`config.mk`:
```
export PLATFORM = sky130hd
export DESIGN_NAME = nvsc_host
export DESIGN_NICKNAME = d
export VERILOG_FILES = /design/src/hw/nvsc_pkg.sv /design/src/hw/nvsc_host.sv
export SDC_FILE = /design/constraint.sdc
export NUM_CORES = 1
export LEC_CHECK = 0
export ABC_AREA = 1
export BUFFER_PORTS_ARGS = -buffer_cell sky130_fd_sc_hd__buf_4
export CORE_MARGIN = 4
export CORE_UTILIZATION = 55
export DETAILED_ROUTE_END_ITERATION = 8
export GPL_TIMING_DRIVEN = 0
export PLACE_DENSITY = 0.78
export SLEW_MARGIN = 0
export SYNTH_ARGS = -nofsm -noshare
export SYNTH_HDL_FRONTEND = slang
export SYNTH_SLANG_ARGS = --single-unit
```
`constraint.sdc`:
```
create_clock -name sys_clk -period 4.3 [get_ports sys_clk]
set_input_delay 0.645 -clock sys_clk [delete_from_list [all_inputs] [get_ports sys_clk]]
set_output_delay 0.645 -clock sys_clk [all_outputs]
set_load 0.005 [all_outputs]
```
`src/hw/nvsc_pkg.sv`:
```
// nvsc_pkg: constants, types and pin bundle of the store/recall host controller
// assumes one 10 MHz system clock; all times are turned into cycles here
package nvsc_pkg;
  localparam int CLK_PERIOD_NS = 100;
  // store cycle time, 10 ms, written in microseconds
  localparam int STORE_CYCLE_TIME_US = 10000;
  localparam int STORE_CYCLES = (STORE_CYCLE_TIME_US * 1000) / CLK_PERIOD_NS;
  // recall cycle time is not given; plain default, in microseconds
  localparam int RECALL_CYCLE_TIME_US = 100;
  localparam int RECALL_CYCLES = (RECALL_CYCLE_TIME_US * 1000) / CLK_PERIOD_NS;
  // host-held store request pulse, ns; rounded up to cycles
  localparam int HW_REQ_TIME_NS = 1000;
  localparam int HW_REQ_CYCLES = (HW_REQ_TIME_NS + CLK_PERIOD_NS - 1) / CLK_PERIOD_NS;
  // strobe low time of one access, ns; rounded up
  localparam int STROBE_TIME_NS = 200;
  localparam int STROBE_CYCLES = (STROBE_TIME_NS + CLK_PERIOD_NS - 1) / CLK_PERIOD_NS;
  // cycles after releasing the request pin before it is trusted again
  localparam int SETTLE_CYCLES = 4;
  localparam int CNT_W = 20;
  localparam int ADDR_W = 13;
  localparam int DATA_W = 8;
  localparam int SEQ_LEN = 6;
  // first five addresses of a software sequence, then the two triggers
  localparam logic [12:0] SEQ_ADDR_0 = 13'h0000;
  localparam logic [12:0] SEQ_ADDR_1 = 13'h1555;
  localparam logic [12:0] SEQ_ADDR_2 = 13'h0aaa;
  localparam logic [12:0] SEQ_ADDR_3 = 13'h1fff;
  localparam logic [12:0] SEQ_ADDR_4 = 13'h10f0;
  localparam logic [12:0] SEQ_STORE_ADDR = 13'h0f0f;
  localparam logic [12:0] SEQ_RECALL_ADDR = 13'h0f0e;

  typedef enum logic [2:0] {
    NVSC_OP_READ = 3'h0,
    NVSC_OP_WRITE = 3'h1,
    NVSC_OP_SW_STORE = 3'h2,
    NVSC_OP_SW_RECALL = 3'h3,
    NVSC_OP_HW_STORE = 3'h4
  } nvsc_op_t;

  // gray along idle-strobe-gap-wait; hardware store branch on the upper half
  typedef enum logic [2:0] {
    NVSC_ST_IDLE = 3'h0,
    NVSC_ST_STROBE = 3'h1,
    NVSC_ST_GAP = 3'h3,
    NVSC_ST_WAIT = 3'h2,
    NVSC_ST_HW_PULL = 3'h6,
    NVSC_ST_HW_WAIT = 3'h7
  } nvsc_state_t;

  typedef struct packed {
    nvsc_op_t op;
    logic [12:0] addr;
    logic [7:0] wdata;
  } nvsc_cmd_t;

  // memory-side bus driven by the host
  typedef struct packed {
    logic ce_n;
    logic oe_n;
    logic we_n;
    logic [12:0] addr;
    logic [7:0] dq_out;
    logic dq_oe;
  } nvsc_pins_t;
endpackage

```
`src/hw/nvsc_host.sv`:
```
// nvsc_host: host controller driving a shadow-nonvolatile byte SRAM through its pins
// assumes one clock sys_clk at 10 MHz and a synchronous active-high reset; the board
// resolves dq and the open-drain store/busy wire from the enables given here
`timescale 1ns/1ps
`default_nettype none
module nvsc_host #(
  parameter int STORE_CYCLES = nvsc_pkg::STORE_CYCLES,
  parameter int RECALL_CYCLES = nvsc_pkg::RECALL_CYCLES
) (
  input wire logic sys_clk, // system clock, 10 MHz
  input wire logic srst, // synchronous reset, active high
  input wire logic cmd_valid, // command offered
  input wire nvsc_pkg::nvsc_cmd_t cmd, // operation, address, write data
  output logic cmd_ready, // command taken when high with cmd_valid
  output logic rsp_valid, // one-cycle pulse, command finished
  output logic [7:0] rsp_rdata, // dq sampled at the end of the last access strobe, read or write
  output logic rsp_err, // hardware store wait timed out
  output nvsc_pkg::nvsc_pins_t pins, // memory bus outputs
  input wire logic [7:0] dq_in, // data pins as seen by the host
  input wire logic busy_n_in, // level of store_req_busy_n
  output logic busy_n_out, // drive value of store_req_busy_n, always low
  output logic busy_n_oe // high while the host pulls store_req_busy_n low
);
  nvsc_pkg::nvsc_state_t state_reg, state_next;
  nvsc_pkg::nvsc_op_t op_reg;
  nvsc_pkg::nvsc_pins_t pins_reg, pins_next;
  logic [7:0] wdata_reg, rdata_reg, rdata_next;
  logic [12:0] addr_reg;
  logic [2:0] step_reg, step_next;
  logic [19:0] cnt_reg, cnt_next, tmo_reg, tmo_next;
  logic [2:0] sync_reg;
  logic busy_level_reg, ready_reg, rsp_reg, rsp_next, err_reg, err_next, oe_reg, oe_next;

  // store_req_busy_n through three flops; level moves when the last two agree
  always_ff @(posedge sys_clk) begin
    if (srst) begin
      sync_reg <= 3'h7;
      busy_level_reg <= 1'b1;
    end else begin
      sync_reg <= {sync_reg[1:0], busy_n_in};
      if (sync_reg[1] == sync_reg[2]) begin
        busy_level_reg <= sync_reg[2];
      end
    end
  end

  // decoding of the command and of the sequence address
  wire take = cmd_valid && ready_reg;
  wire is_sw = (op_reg == nvsc_pkg::NVSC_OP_SW_STORE) || (op_reg == nvsc_pkg::NVSC_OP_SW_RECALL);
  wire cmd_sw = (cmd.op == nvsc_pkg::NVSC_OP_SW_STORE) || (cmd.op == nvsc_pkg::NVSC_OP_SW_RECALL);
  wire cmd_wr = cmd.op == nvsc_pkg::NVSC_OP_WRITE;
  wire last_step = step_reg == 3'(nvsc_pkg::SEQ_LEN - 1);
  wire [2:0] nstep = step_reg + 3'h1;
  wire [12:0] trig_addr = (op_reg == nvsc_pkg::NVSC_OP_SW_STORE) ? nvsc_pkg::SEQ_STORE_ADDR
                                                               : nvsc_pkg::SEQ_RECALL_ADDR;
  wire [12:0] seq_addr = (nstep == 3'h1) ? nvsc_pkg::SEQ_ADDR_1 :
                         (nstep == 3'h2) ? nvsc_pkg::SEQ_ADDR_2 :
                         (nstep == 3'h3) ? nvsc_pkg::SEQ_ADDR_3 :
                         (nstep == 3'h4) ? nvsc_pkg::SEQ_ADDR_4 : trig_addr;
  wire [19:0] xfer_cycles = (op_reg == nvsc_pkg::NVSC_OP_SW_STORE) ? 20'(STORE_CYCLES) : 20'(RECALL_CYCLES);
  // a new command only while the device shows no store in progress
  wire ready_next = (state_next == nvsc_pkg::NVSC_ST_IDLE) && busy_level_reg;

  // sequencing of accesses, software sequences and hardware store requests
  always_comb begin
    state_next = state_reg;
    pins_next = pins_reg;
    step_next = step_reg;
    cnt_next = (cnt_reg != 20'h0) ? cnt_reg - 20'h1 : cnt_reg;
    tmo_next = tmo_reg;
    rdata_next = rdata_reg;
    rsp_next = 1'b0;
    err_next = err_reg;
    oe_next = oe_reg;
    case (state_reg)
      nvsc_pkg::NVSC_ST_IDLE: begin
        if (take && cmd.op == nvsc_pkg::NVSC_OP_HW_STORE) begin
          oe_next = 1'b1;
          cnt_next = 20'(nvsc_pkg::HW_REQ_CYCLES);
          state_next = nvsc_pkg::NVSC_ST_HW_PULL;
        end else if (take) begin
          // sequences are plain reads with output enable left high
          pins_next.addr = cmd_sw ? nvsc_pkg::SEQ_ADDR_0 : cmd.addr;
          pins_next.ce_n = 1'b0;
          pins_next.we_n = !cmd_wr;
          pins_next.oe_n = cmd_wr || cmd_sw;
          pins_next.dq_out = cmd.wdata;
          pins_next.dq_oe = cmd_wr;
          step_next = 3'h0;
          cnt_next = 20'(nvsc_pkg::STROBE_CYCLES);
          state_next = nvsc_pkg::NVSC_ST_STROBE;
        end
      end
      nvsc_pkg::NVSC_ST_STROBE: begin
        if (cnt_reg <= 20'h1) begin
          rdata_next = dq_in;
          pins_next.ce_n = 1'b1;
          pins_next.we_n = 1'b1;
          pins_next.oe_n = 1'b1;
          state_next = nvsc_pkg::NVSC_ST_GAP;
        end
      end
      nvsc_pkg::NVSC_ST_GAP: begin
        pins_next.dq_oe = 1'b0;
        if (is_sw && !last_step) begin
          // back to back reads keep the sequence unbroken
          step_next = nstep;
          pins_next.addr = seq_addr;
          pins_next.ce_n = 1'b0;
          cnt_next = 20'(nvsc_pkg::STROBE_CYCLES);
          state_next = nvsc_pkg::NVSC_ST_STROBE;
        end else if (is_sw) begin
          cnt_next = xfer_cycles;
          state_next = nvsc_pkg::NVSC_ST_WAIT;
        end else begin
          rsp_next = 1'b1;
          err_next = 1'b0;
          state_next = nvsc_pkg::NVSC_ST_IDLE;
        end
      end
      nvsc_pkg::NVSC_ST_WAIT: begin
        // no access until the transfer time is over
        if (cnt_reg <= 20'h1) begin
          rsp_next = 1'b1;
          err_next = 1'b0;
          state_next = nvsc_pkg::NVSC_ST_IDLE;
        end
      end
      nvsc_pkg::NVSC_ST_HW_PULL: begin
        if (cnt_reg <= 20'h1) begin
          oe_next = 1'b0;
          cnt_next = 20'(nvsc_pkg::SETTLE_CYCLES);
          tmo_next = 20'(STORE_CYCLES) + 20'(STORE_CYCLES);
          state_next = nvsc_pkg::NVSC_ST_HW_WAIT;
        end
      end
      nvsc_pkg::NVSC_ST_HW_WAIT: begin
        tmo_next = (tmo_reg != 20'h0) ? tmo_reg - 20'h1 : tmo_reg;
        if (cnt_reg == 20'h0 && (busy_level_reg || tmo_reg == 20'h0)) begin
          rsp_next = 1'b1;
          err_next = !busy_level_reg;
          state_next = nvsc_pkg::NVSC_ST_IDLE;
        end
      end
      default: begin
        state_next = nvsc_pkg::NVSC_ST_IDLE;
      end
    endcase
  end

  // state and output flops
  always_ff @(posedge sys_clk) begin
    if (srst) begin
      state_reg <= nvsc_pkg::NVSC_ST_IDLE;
      pins_reg <= '{ce_n: 1'b1, oe_n: 1'b1, we_n: 1'b1, addr: 13'h0000, dq_out: 8'h00, dq_oe: 1'b0};
      step_reg <= 3'h0;
      cnt_reg <= 20'h0;
      tmo_reg <= 20'h0;
      rdata_reg <= 8'h00;
      rsp_reg <= 1'b0;
      err_reg <= 1'b0;
      oe_reg <= 1'b0;
      ready_reg <= 1'b0;
      op_reg <= nvsc_pkg::NVSC_OP_READ;
      addr_reg <= 13'h0000;
      wdata_reg <= 8'h00;
    end else begin
      state_reg <= state_next;
      pins_reg <= pins_next;
      step_reg <= step_next;
      cnt_reg <= cnt_next;
      tmo_reg <= tmo_next;
      rdata_reg <= rdata_next;
      rsp_reg <= rsp_next;
      err_reg <= err_next;
      oe_reg <= oe_next;
      ready_reg <= ready_next;
      if (take) begin
        op_reg <= cmd.op;
        addr_reg <= cmd.addr;
        wdata_reg <= cmd.wdata;
      end
    end
  end

  // outputs straight from flops, busy_n_out tied low
  assign cmd_ready = ready_reg;
  assign rsp_valid = rsp_reg;
  assign rsp_rdata = rdata_reg;
  assign rsp_err = err_reg;
  assign pins = pins_reg;
  assign busy_n_out = 1'b0;
  assign busy_n_oe = oe_reg;

  // run length of the host pull on store_req_busy_n, read only by the checks below
  logic [4:0] pull_run_reg, pull_run_next;
  assign pull_run_next = oe_reg ? pull_run_reg + 5'h1 : 5'h0;
  always_ff @(posedge sys_clk) begin
    if (srst) begin
      pull_run_reg <= 5'h0;
    end else begin
      pull_run_reg <= pull_run_next;
    end
  end
endmodule // nvsc_host
`default_nettype wire

```
Word-level counts from Yosys, hierarchy flattened
Index checks and enable logic that the tools add are counted.
{ "totals": {"register_bits": 90} }
{ "op_classes": {"n_addsub": 3, "order_cmp": 1, "n_eq_ne": 28, "muxes": 51, "n_bitwise": 1, "reduce_logical": 33} }
{ "op_table": {"columns": ["operator", "count"], "rows": [
  ["$mux W20", 8],
  ["$mux W13", 6],
  ["$pmux W20 S3", 1],
  ["$mux W25", 2],
  ["$logic_not A20 Y1", 2],
  ["$pmux W20 S2", 1],
  ["$reduce_bool A20 Y1", 2],
  ["$sub A20 B1 Y20 const B", 2],
  ["$mux W3", 11],
  ["$pmux W13 S2", 1],
  ["$eq A3 B2 Y1 const B", 8],
  ["$ne A2 B2 Y1 const B", 11],
  ["$le A20 B1 Y1 const B", 1],
  ["$pmux W3 S6", 1],
  ["$mux W17", 1],
  ["$eq A3 B3 Y1 const B", 5],
  ["$reduce_and A3 Y1", 4],
  ["$mux W1", 11],
  ["$reduce_and A5 Y1", 2],
  ["$eq A3 B1 Y1 const B", 3],
  ["$pmux W1 S3", 3],
  ["$reduce_and A4 Y1", 2],
  ["$reduce_bool A2 Y1", 4],
  ["$logic_not A3 Y1", 2],
  ["12 further kinds", 23]
]} }

Logic depth before layout (Yosys ltp)
Gate-level depths: netlist (run 1).
{ "logic_depth": {"depth_word": 8, "mapped_depth": 12, "mapped_depth_nobuf": 11} }

Worst setup path after synthesis (run 1)
OpenSTA, ideal clock, no wires.
{ "synth_path": {"path_kind": "input to register", "startpoint": "in cmd_valid", "endpoint": "reg pins_reg (netlist bit pins[11])", "arrival_time_ps": 1608, "path_slack_ps": 2569, "stages": 8, "n_path_buf": 1, "cell_sequence": "nand2_1 nor2_1 nand2_1 nand2_1 buf_2 inv_4 nor2_1 a21oi_1"} }
{ "synth_via": {"elab_chain_len": 4, "elab_cells_between_ends": 5, "classes_between": "eq/ne: 2; reduce/logical: 3"} }
{ "synth_rtl": {"columns": ["item", "line_no", "source"], "rows": [
  ["start, declared", "nvsc_host.sv:12", "input wire logic cmd_valid,"],
  ["$logic_and A1 B1 Y1 *", "nvsc_host.sv:48", "wire take = cmd_valid && ready_reg;"],
  ["$logic_and A1 B1 Y1", "nvsc_host.sv:77", "if (take && cmd.op == nvsc_pkg::NVSC_OP_HW_STORE) begin"],
  ["$ne A2 B2 Y1 (no line)", null, null],
  ["$reduce_and A4 Y1 (no line) *", null, null],
  ["end signal, assigned", "nvsc_host.sv:155", "pins_reg <= '{ce_n: 1'b1, oe_n: 1'b1, we_n: 1'b1, addr: 13'h0000, dq_out: 8'h00, dq_oe: 1'b0};"],
  ["end signal, assigned", "nvsc_host.sv:169", "pins_reg <= pins_next;"],
  ["end, declared", "nvsc_host.sv:26", "nvsc_pkg::nvsc_pins_t pins_reg, pins_next;"]
]} }
Every way passes the cells marked *; elsewhere a longest branch is shown, timed or not.
A chain may end at the register's enable or synchronous reset.

Worst setup path after layout (run 1)
{ "layout_path": {"startpoint": "reg cnt_reg[0]", "endpoint": "reg state_reg[1]"} }
{ "layout_via": {"elab_chain_len": 4, "elab_cells_between_ends": 8, "classes_between": "order compare: 1; mux: 5; reduce/logical: 2"} }
{ "layout_rtl": {"columns": ["item", "line_no", "source"], "rows": [
  ["start, declared", "nvsc_host.sv:30", "logic [19:0] cnt_reg, cnt_next, tmo_reg, tmo_next;"],
  ["start signal, assigned", "nvsc_host.sv:171", "cnt_reg <= cnt_next;"],
  ["parallel branches: the longest is 3 deep, another holds $le A20 B1 Y1", null, null],
  ["$pmux W3 S6 *", "nvsc_host.sv:75", "case (state_reg)"],
  ["end signal, assigned", "nvsc_host.sv:154", "state_reg <= nvsc_pkg::NVSC_ST_IDLE;"],
  ["end signal, assigned", "nvsc_host.sv:168", "state_reg <= state_next;"],
  ["end, declared", "nvsc_host.sv:24", "nvsc_pkg::nvsc_state_t state_reg, state_next;"]
]} }
Every way passes the cells marked *.

==> results of run 1 <==
through the flow:
stage	setup WS (ns)	area, um^2	hold WS [ns]	std cells	util [%]
CTS	2.292	5625	0.4303	880	67.78
finish	2.269	5625	0.4251	880	67.78
detailed placement	2.121	5431	0.4135	864	65.45
floorplan	2.569	4760	0.3895	687	-
global placement	2.138	5431	0.3963	864	65.45
global route	2.087	5625	0.4336	880	67.78
power by group:
part | switching (mW) | total [mW] | internal, mW
sequential | 0.107 | 1.09 | 0.979
combinational | 0.753 | 1.24 | 0.482
clock | 0.315 | 0.584 | 0.270
total | 1.17 | 2.91 | 1.73
layer usage:
metal	up-vias	GRT usage (%)	wire [um]
met5	-	0	0
li1	2380	-	-
met4	0	7.771	133
met3	13	5.260	878
met1	2167	30.82	5392
met2	156	40.00	5486
final timing paths:
kind | startpoint | to | slack, ns
min reg2reg | sync_reg[0] | sync_reg[1] | 0.43
max | cnt_reg[0] | state_reg[1] | 2.27
max reg2reg | cnt_reg[0] | state_reg[1] | 2.27
min | sync_reg[0] | sync_reg[1] | 0.43
placed cells by master, fill, tap and decap left out, types with 5 or more instances in the layout:
master,Yosys,routed
sky130_fd_sc_hd__xnor2_1,7,7
sky130_fd_sc_hd__ha_1,9,9
sky130_fd_sc_hd__a31oi_1,8,8
sky130_fd_sc_hd__clkbuf_8,0,9
sky130_fd_sc_hd__clkbuf_1,11,12
sky130_fd_sc_hd__a21oi_2,10,10
sky130_fd_sc_hd__nand2_2,10,10
sky130_fd_sc_hd__nand4_1,10,10
sky130_fd_sc_hd__a21oi_1,41,41
sky130_fd_sc_hd__dfxtp_1,90,90
sky130_fd_sc_hd__o21ai_0,51,51
sky130_fd_sc_hd__nor2_1,131,131
sky130_fd_sc_hd__nor3_1,6,6
sky130_fd_sc_hd__buf_4,2,74
sky130_fd_sc_hd__xor2_1,19,19
sky130_fd_sc_hd__nor2_2,5,5
sky130_fd_sc_hd__nand2_1,138,138
sky130_fd_sc_hd__inv_1,54,54
sky130_fd_sc_hd__nand3_1,42,42
kinds of logic after synthesis:
kind of cell    count (synthesis)  share of synthesized area (%)
xor+xnor                       26                          4.784
other cells                     1                        0.07879
compound gates                119                          13.83
buf+inv                        81                          7.282
simple gates                  361                          33.81
fa+ha+maj                       9                          2.366
flops                          90                          37.85
cell type report:
type | instances | area [um^2] | area share [%]
sequential | 90 | 1802 | 32.03
inverter | 61 | 231.5 | 4.115
clock buffer | 10 | 127.6 | 2.269
multi-input combinational | 516 | 2611 | 46.42
timing repair buffer | 72 | 540.5 | 9.609
clock inverter | 6 | 66.31 | 1.179
tap | 105 | 131.4 | 2.335
buffer | 20 | 115.1 | 2.046
==> reports/qor.yml, run 1 <==
critical_path_cell_count: 10
critical-path-top-delay-family: "simple AND/OR/NAND/NOR gates"
netlist.top_cell.by_area: "sky130_fd_sc_hd__dfxtp_1"
io_pins: 74
whs_path_depth: 1
path_class: "reg -> reg"
detailroute.via_count: 4716
maximum_fanout_along_the_worst_path: 8
num_antenna_cells: 0
async_flop_share_pct: 0
gp_congestion: 0.9623
yosys.cell_types.count: 42
cts-hold-fix-buffers: 0
critical-path-slowest-cell: "sky130_fd_sc_hd__dfxtp_1"
timing.critical_path.required_ns: 4.56
synth.avg_cell_area_um2: 6.928
route.detailed.wl_per_inst_um: 13.51
hold_viol_final: 0
postSynthRegisterBits: 90
layout.filler_cells: 747
grt_setup_unrepaired: "no"
cts_buffers: 9
globalRoute.totalOverflow: 0
postSynth.topFlopCell: "sky130_fd_sc_hd__dfxtp_1"
grt_max_degree: 16
die_w_um: 101.0
tns_ns: 0
ys_top_cells_by_area: "sky130_fd_sc_hd__dfxtp_1 (38%), sky130_fd_sc_hd__nand2_1 (11%), sky130_fd_sc_hd__nor2_1 (10%)"
yosysWarningCount: 0
first_global_vias: 4359
synthMostInstantiatedCell: "sky130_fd_sc_hd__nand2_1"
count_of_buffer_and_inverter_cells_on_the_critical_path: 1
drc_violation_count_after_routing: 0
worstSetupStartpointType: "flop"
die-height_um: 101.0
placement.io_buffers: 72
clk_pin_slew_ns: 0.09
route.detailed.vias_per_inst: 5.359
post_cts_resized: 0
clock_tree.root_cell: "sky130_fd_sc_hd__clkbuf_8"
maximum_root_to_sink_buffer_count: 2
postSynthCellCount: 687
achievable-frequency_mhz: 492.5
number_of_antenna_violations_at_the_first_check_in_global_routing: 0
post-route-period-util_pct: 47.22
leakagePower_nw: 2.724
drt.antenna.violating_nets: 0
dr.pass1.iters: 7
critical_path.max_stage_delay_ns: 0.34
max_slew.worst_pin.slew_ns: 0.6063
total_routed_length_um: 11890
floorplan.rows: 33
total_power_mw: 2.906
ff2ff_path_depth: 10
full_die_area_um2: 10210
post-dp-hpwl_um: 9191
nNetsFinal: 815
critical_path.cell_chain: "inv_1 -> ha_1 -> nand2_2 -> nor2_4 -> nand2_1 -> nor2_2 -> nand2_1 -> nand2_1 -> nand4_1 -> and2_1"
ctsHtreeMaxLevel: 3
number_of_flops_mapped_to_enable_cells_by_yosys: 0
irDropWorstVdd_mv: 0.2779
floorplan.core_area_um2: 8299
power-per-cell-area_nw_per_um2: 516.5
tritoncts_num_sinks: 90
drt_first_iter_violations: 268
cts_tree: "yes"
sequential_element_share_of_the_synthesized_area_pct: 37.85
number_of_setup_buffers_added_after_cts: 0
setup-violations-final: 0
grt_pass1_wl_um: 19730
synth_top_cell_area_share_pct: 37.85
top_cells_by_count_synth: "sky130_fd_sc_hd__nand2_1 (138), sky130_fd_sc_hd__nor2_1 (131), sky130_fd_sc_hd__dfxtp_1 (90), sky130_fd_sc_hd__inv_1 (54), sky130_fd_sc_hd__o21ai_0 (51)"
timing.hold.worst.class: "reg -> reg"
initial_core_util_pct: 57.35
maxSlewHeadroom_pct: 59.58
worstSetupEndpointType: "flop"
fin_worst_skew_ns: 0.01352
area.growth.synth_to_final_pct: 18.19
status: "completed"
flip_flop_count_of_the_largest_register_after_layout: 25
final_period_minus_worst_setup_slack_ns: 2.031
critical_path.most_common_cell: "sky130_fd_sc_hd__nand2_1"
worst_ep_arrival_time_ns: 2.29
drive_above_1_share_pct: 18.19
grtUsageTotal_pct: 23.98
netlist_area_um2: 4760
maxCapViolations: 0
timing.final.max_slew_violations: 0
postSynthNetCount: 732
clock_insertion_delay_worst_skew_ns: 0.37
(Power assumes the default switching activity.)
==> run 2: changes to the inputs <==
clock period = 2.1 ns   (was 4.3 ns; I/O delays follow)
==> reports/qor.yml, run 2 (synthesized netlist as in run 1, its figures left out) <==
cts-hold-fix-buffers: 0  # unchanged
critical-path-slowest-cell: "sky130_fd_sc_hd__dfxtp_1"  # unchanged
irDropWorstVdd_mv: 0.5684  # was 0.2779 mV
gp_congestion: 0.9623  # unchanged
clk_pin_slew_ns: 0.08  # was 0.09 ns
total_routed_length_um: 11890  # about the same
die-height_um: 101.0  # unchanged
grt_setup_unrepaired: "no"  # unchanged
full_die_area_um2: 10210  # unchanged
placed_area_um2: 5431  # unchanged
timing.hold.worst.class: "in -> reg"  # was reg -> reg
post-route-period-util_pct: 90.00  # was 47.22%
io_pins: 74  # unchanged
initial_core_util_pct: 57.35  # unchanged
sequential_fraction_of_design_power_pct: 37.0  # was 37.4%
drive_above_1_share_pct: 18.45  # was 18.19%
switching_share_pct: 40.52  # was 40.43%
drt.antenna.violating_nets: 0  # unchanged
combinationalPowerShare_pct: 43.2  # was 42.5%
clock_insertion_delay_worst_skew_ns: 0.37  # about the same
nNetsFinal: 815  # unchanged
first_global_vias: 4359  # unchanged
critical_path.most_common_cell: "sky130_fd_sc_hd__nand2_2"  # was sky130_fd_sc_hd__nand2_1
num_antenna_cells: 0  # unchanged
number_of_antenna_violations_at_the_first_check_in_global_routing: 0  # unchanged
cts_tree: "yes"  # unchanged
floorplan.rows: 33  # unchanged
internal-power_mw: 3.574  # was 1.731 mW
tritoncts_num_sinks: 90  # unchanged
post-dp-hpwl_um: 9191  # unchanged
final-seq-area_um2: 1802  # unchanged
grt_pass1_wl_um: 19730  # unchanged
dr.pass1.iters: 7  # unchanged
hold_viol_final: 0  # unchanged
critical_path.max_stage_delay_ns: 0.33  # was 0.34 ns
cts_buffers: 9  # unchanged
maximum_fanout_along_the_worst_path: 10  # was 8
timing.final.max_slew_violations: 0  # unchanged
layout.core_utilization_pct: 68.13  # was 67.78%
maxCapViolations: 0  # unchanged
clock_tree.root_cell: "sky130_fd_sc_hd__clkbuf_8"  # unchanged
final_period_minus_worst_setup_slack_ns: 1.890  # was 2.031 ns
timing.hold.ws_ns: 0.1389  # was 0.4251 ns
p_clk_share_pct: 19.8  # was 20.1%
fin_worst_skew_ns: 0.01342  # was 0.01352 ns
maximum_root_to_sink_buffer_count: 2  # unchanged
area.growth.synth_to_final_pct: 18.80  # was 18.19%
maxSlewHeadroom_pct: 59.73  # was 59.58%
grtUsageTotal_pct: 23.98  # unchanged
post_cts_resized: 0  # unchanged
flip_flop_count_of_the_largest_register_after_layout: 25  # unchanged
layout.filler_cells: 738  # was 747
placement.io_buffers: 72  # unchanged
tns_ns: 0  # unchanged
setup-violations-final: 0  # unchanged
leakagePower_nw: 2.724  # about the same
number_of_setup_buffers_added_after_cts: 0  # unchanged
route.detailed.wl_per_inst_um: 13.51  # about the same
power-per-cell-area_nw_per_um2: 1063  # was 516.5 nW/um^2
die_w_um: 101.0  # unchanged
status: "completed"  # unchanged
worstSetupEndpointType: "flop"  # unchanged
achievable-frequency_mhz: 529.1  # was 492.5 MHz
drc_violation_count_after_routing: 0  # unchanged
max_slew.worst_pin.slew_ns: 0.6041  # was 0.6063 ns
layout_commonest_cell: "sky130_fd_sc_hd__nand2_1"  # unchanged
multi_input_comb_area_um2: 2640  # was 2611 um^2
timing.critical_path.required_ns: 2.39  # was 4.56 ns
detailroute.via_count: 4704  # was 4716
grt_max_degree: 16  # unchanged
path_class: "reg -> reg"  # unchanged
globalRoute.totalOverflow: 0  # unchanged
p_switching_mw: 2.434  # was 1.175 mW
critical_path.cell_chain: "inv_1 -> ha_4 -> nand2_2 -> nor2_4 -> nand3b_4 -> nand2_2 -> nand2_2 -> nand2_4 -> buf_8 -> buf_12 -> nand3_2 -> a21oi_2"  # was inv_1 -> ha_1 -> nand2_2 -> nor2_4 -> nand2_1 -> nor2_2 -> nand2_1 -> nand2_1 -> nand4_1 -> and2_1
final_cell_area_um2: 5654  # was 5625 um^2
worst_ep_arrival_time_ns: 2.18  # was 2.29 ns
route.detailed.vias_per_inst: 5.345  # was 5.359
floorplan.core_area_um2: 8299  # unchanged
ctsHtreeMaxLevel: 3  # unchanged
worstSetupStartpointType: "flop"  # unchanged
drt_first_iter_violations: 247  # was 268
mostFrequentLayoutCells: "sky130_fd_sc_hd__nand2_1 (137), sky130_fd_sc_hd__nor2_1 (131), sky130_fd_sc_hd__dfxtp_1 (90)"  # was sky130_fd_sc_hd__nand2_1 (138), sky130_fd_sc_hd__nor2_1 (131), sky130_fd_sc_hd__dfxtp_1 (90)
## run 2: area by class of cell
type / instances / share of cell area (%)
multi-input combinational: 516 / 46.69
sequential: 90 / 31.87
timing repair buffer: 72 / 9.560
inverter: 61 / 4.094
tap: 105 / 2.324
clock buffer: 10 / 2.257
buffer: 20 / 2.036
clock inverter: 6 / 1.173
## run 2: per-layer routing
metal / up-vias / track usage [%] / routed length, um
met3: 21 / 5.260 / 851
li1: 2379 / - / -
met5: - / 0 / 0
met4: 0 / 7.771 / 178
met2: 151 / 40.00 / 5455
met1: 2153 / 30.82 / 5399
## run 2: stage by stage
step           total power [mW]  setup WS, ns  std cells
2_1_floorplan             4.074        0.4085        687
3_3_place_gp              4.689        0.1187        864
3_5_place_dp              4.764        0.1119        864
4_1_cts                   5.947       0.09183        880
5_1_grt                   6.466       0.04972        880
6_report                  6.008        0.2100        880
## run 2: power groups by stage
stage	Clock, mW	Sequential, mW	Combinational [mW]
finish	1.19	2.22	2.59
CTS	1.21	2.22	2.52
floorplan	0	2.23	1.84
global route	1.28	2.26	2.93
detailed placement	0	2.26	2.51
global placement	0	2.25	2.44
## run 2: path summary, 6_finish.rpt
| kind | startpoint | end | slack [ns] | depth (start not counted) |
|---|---|---|---|---|
| max reg2reg | cnt_reg[0] | tmo_reg[18] | 0.21 | 12 |
| min | busy_n_in | sync_reg[0] | 0.14 | 2 |
| min reg2reg | sync_reg[0] | sync_reg[1] | 0.43 | 1 |
| max | cnt_reg[0] | tmo_reg[18] | 0.21 | 12 |
## run 2: critical path, delay by kind of cell, from the launching register on
kind	cells	cell delay [ns]
simple gates	7	0.70
buf+inv	3	0.44
compound gates	1	0.13
flops	1	0.33
fa+ha+maj	1	0.19
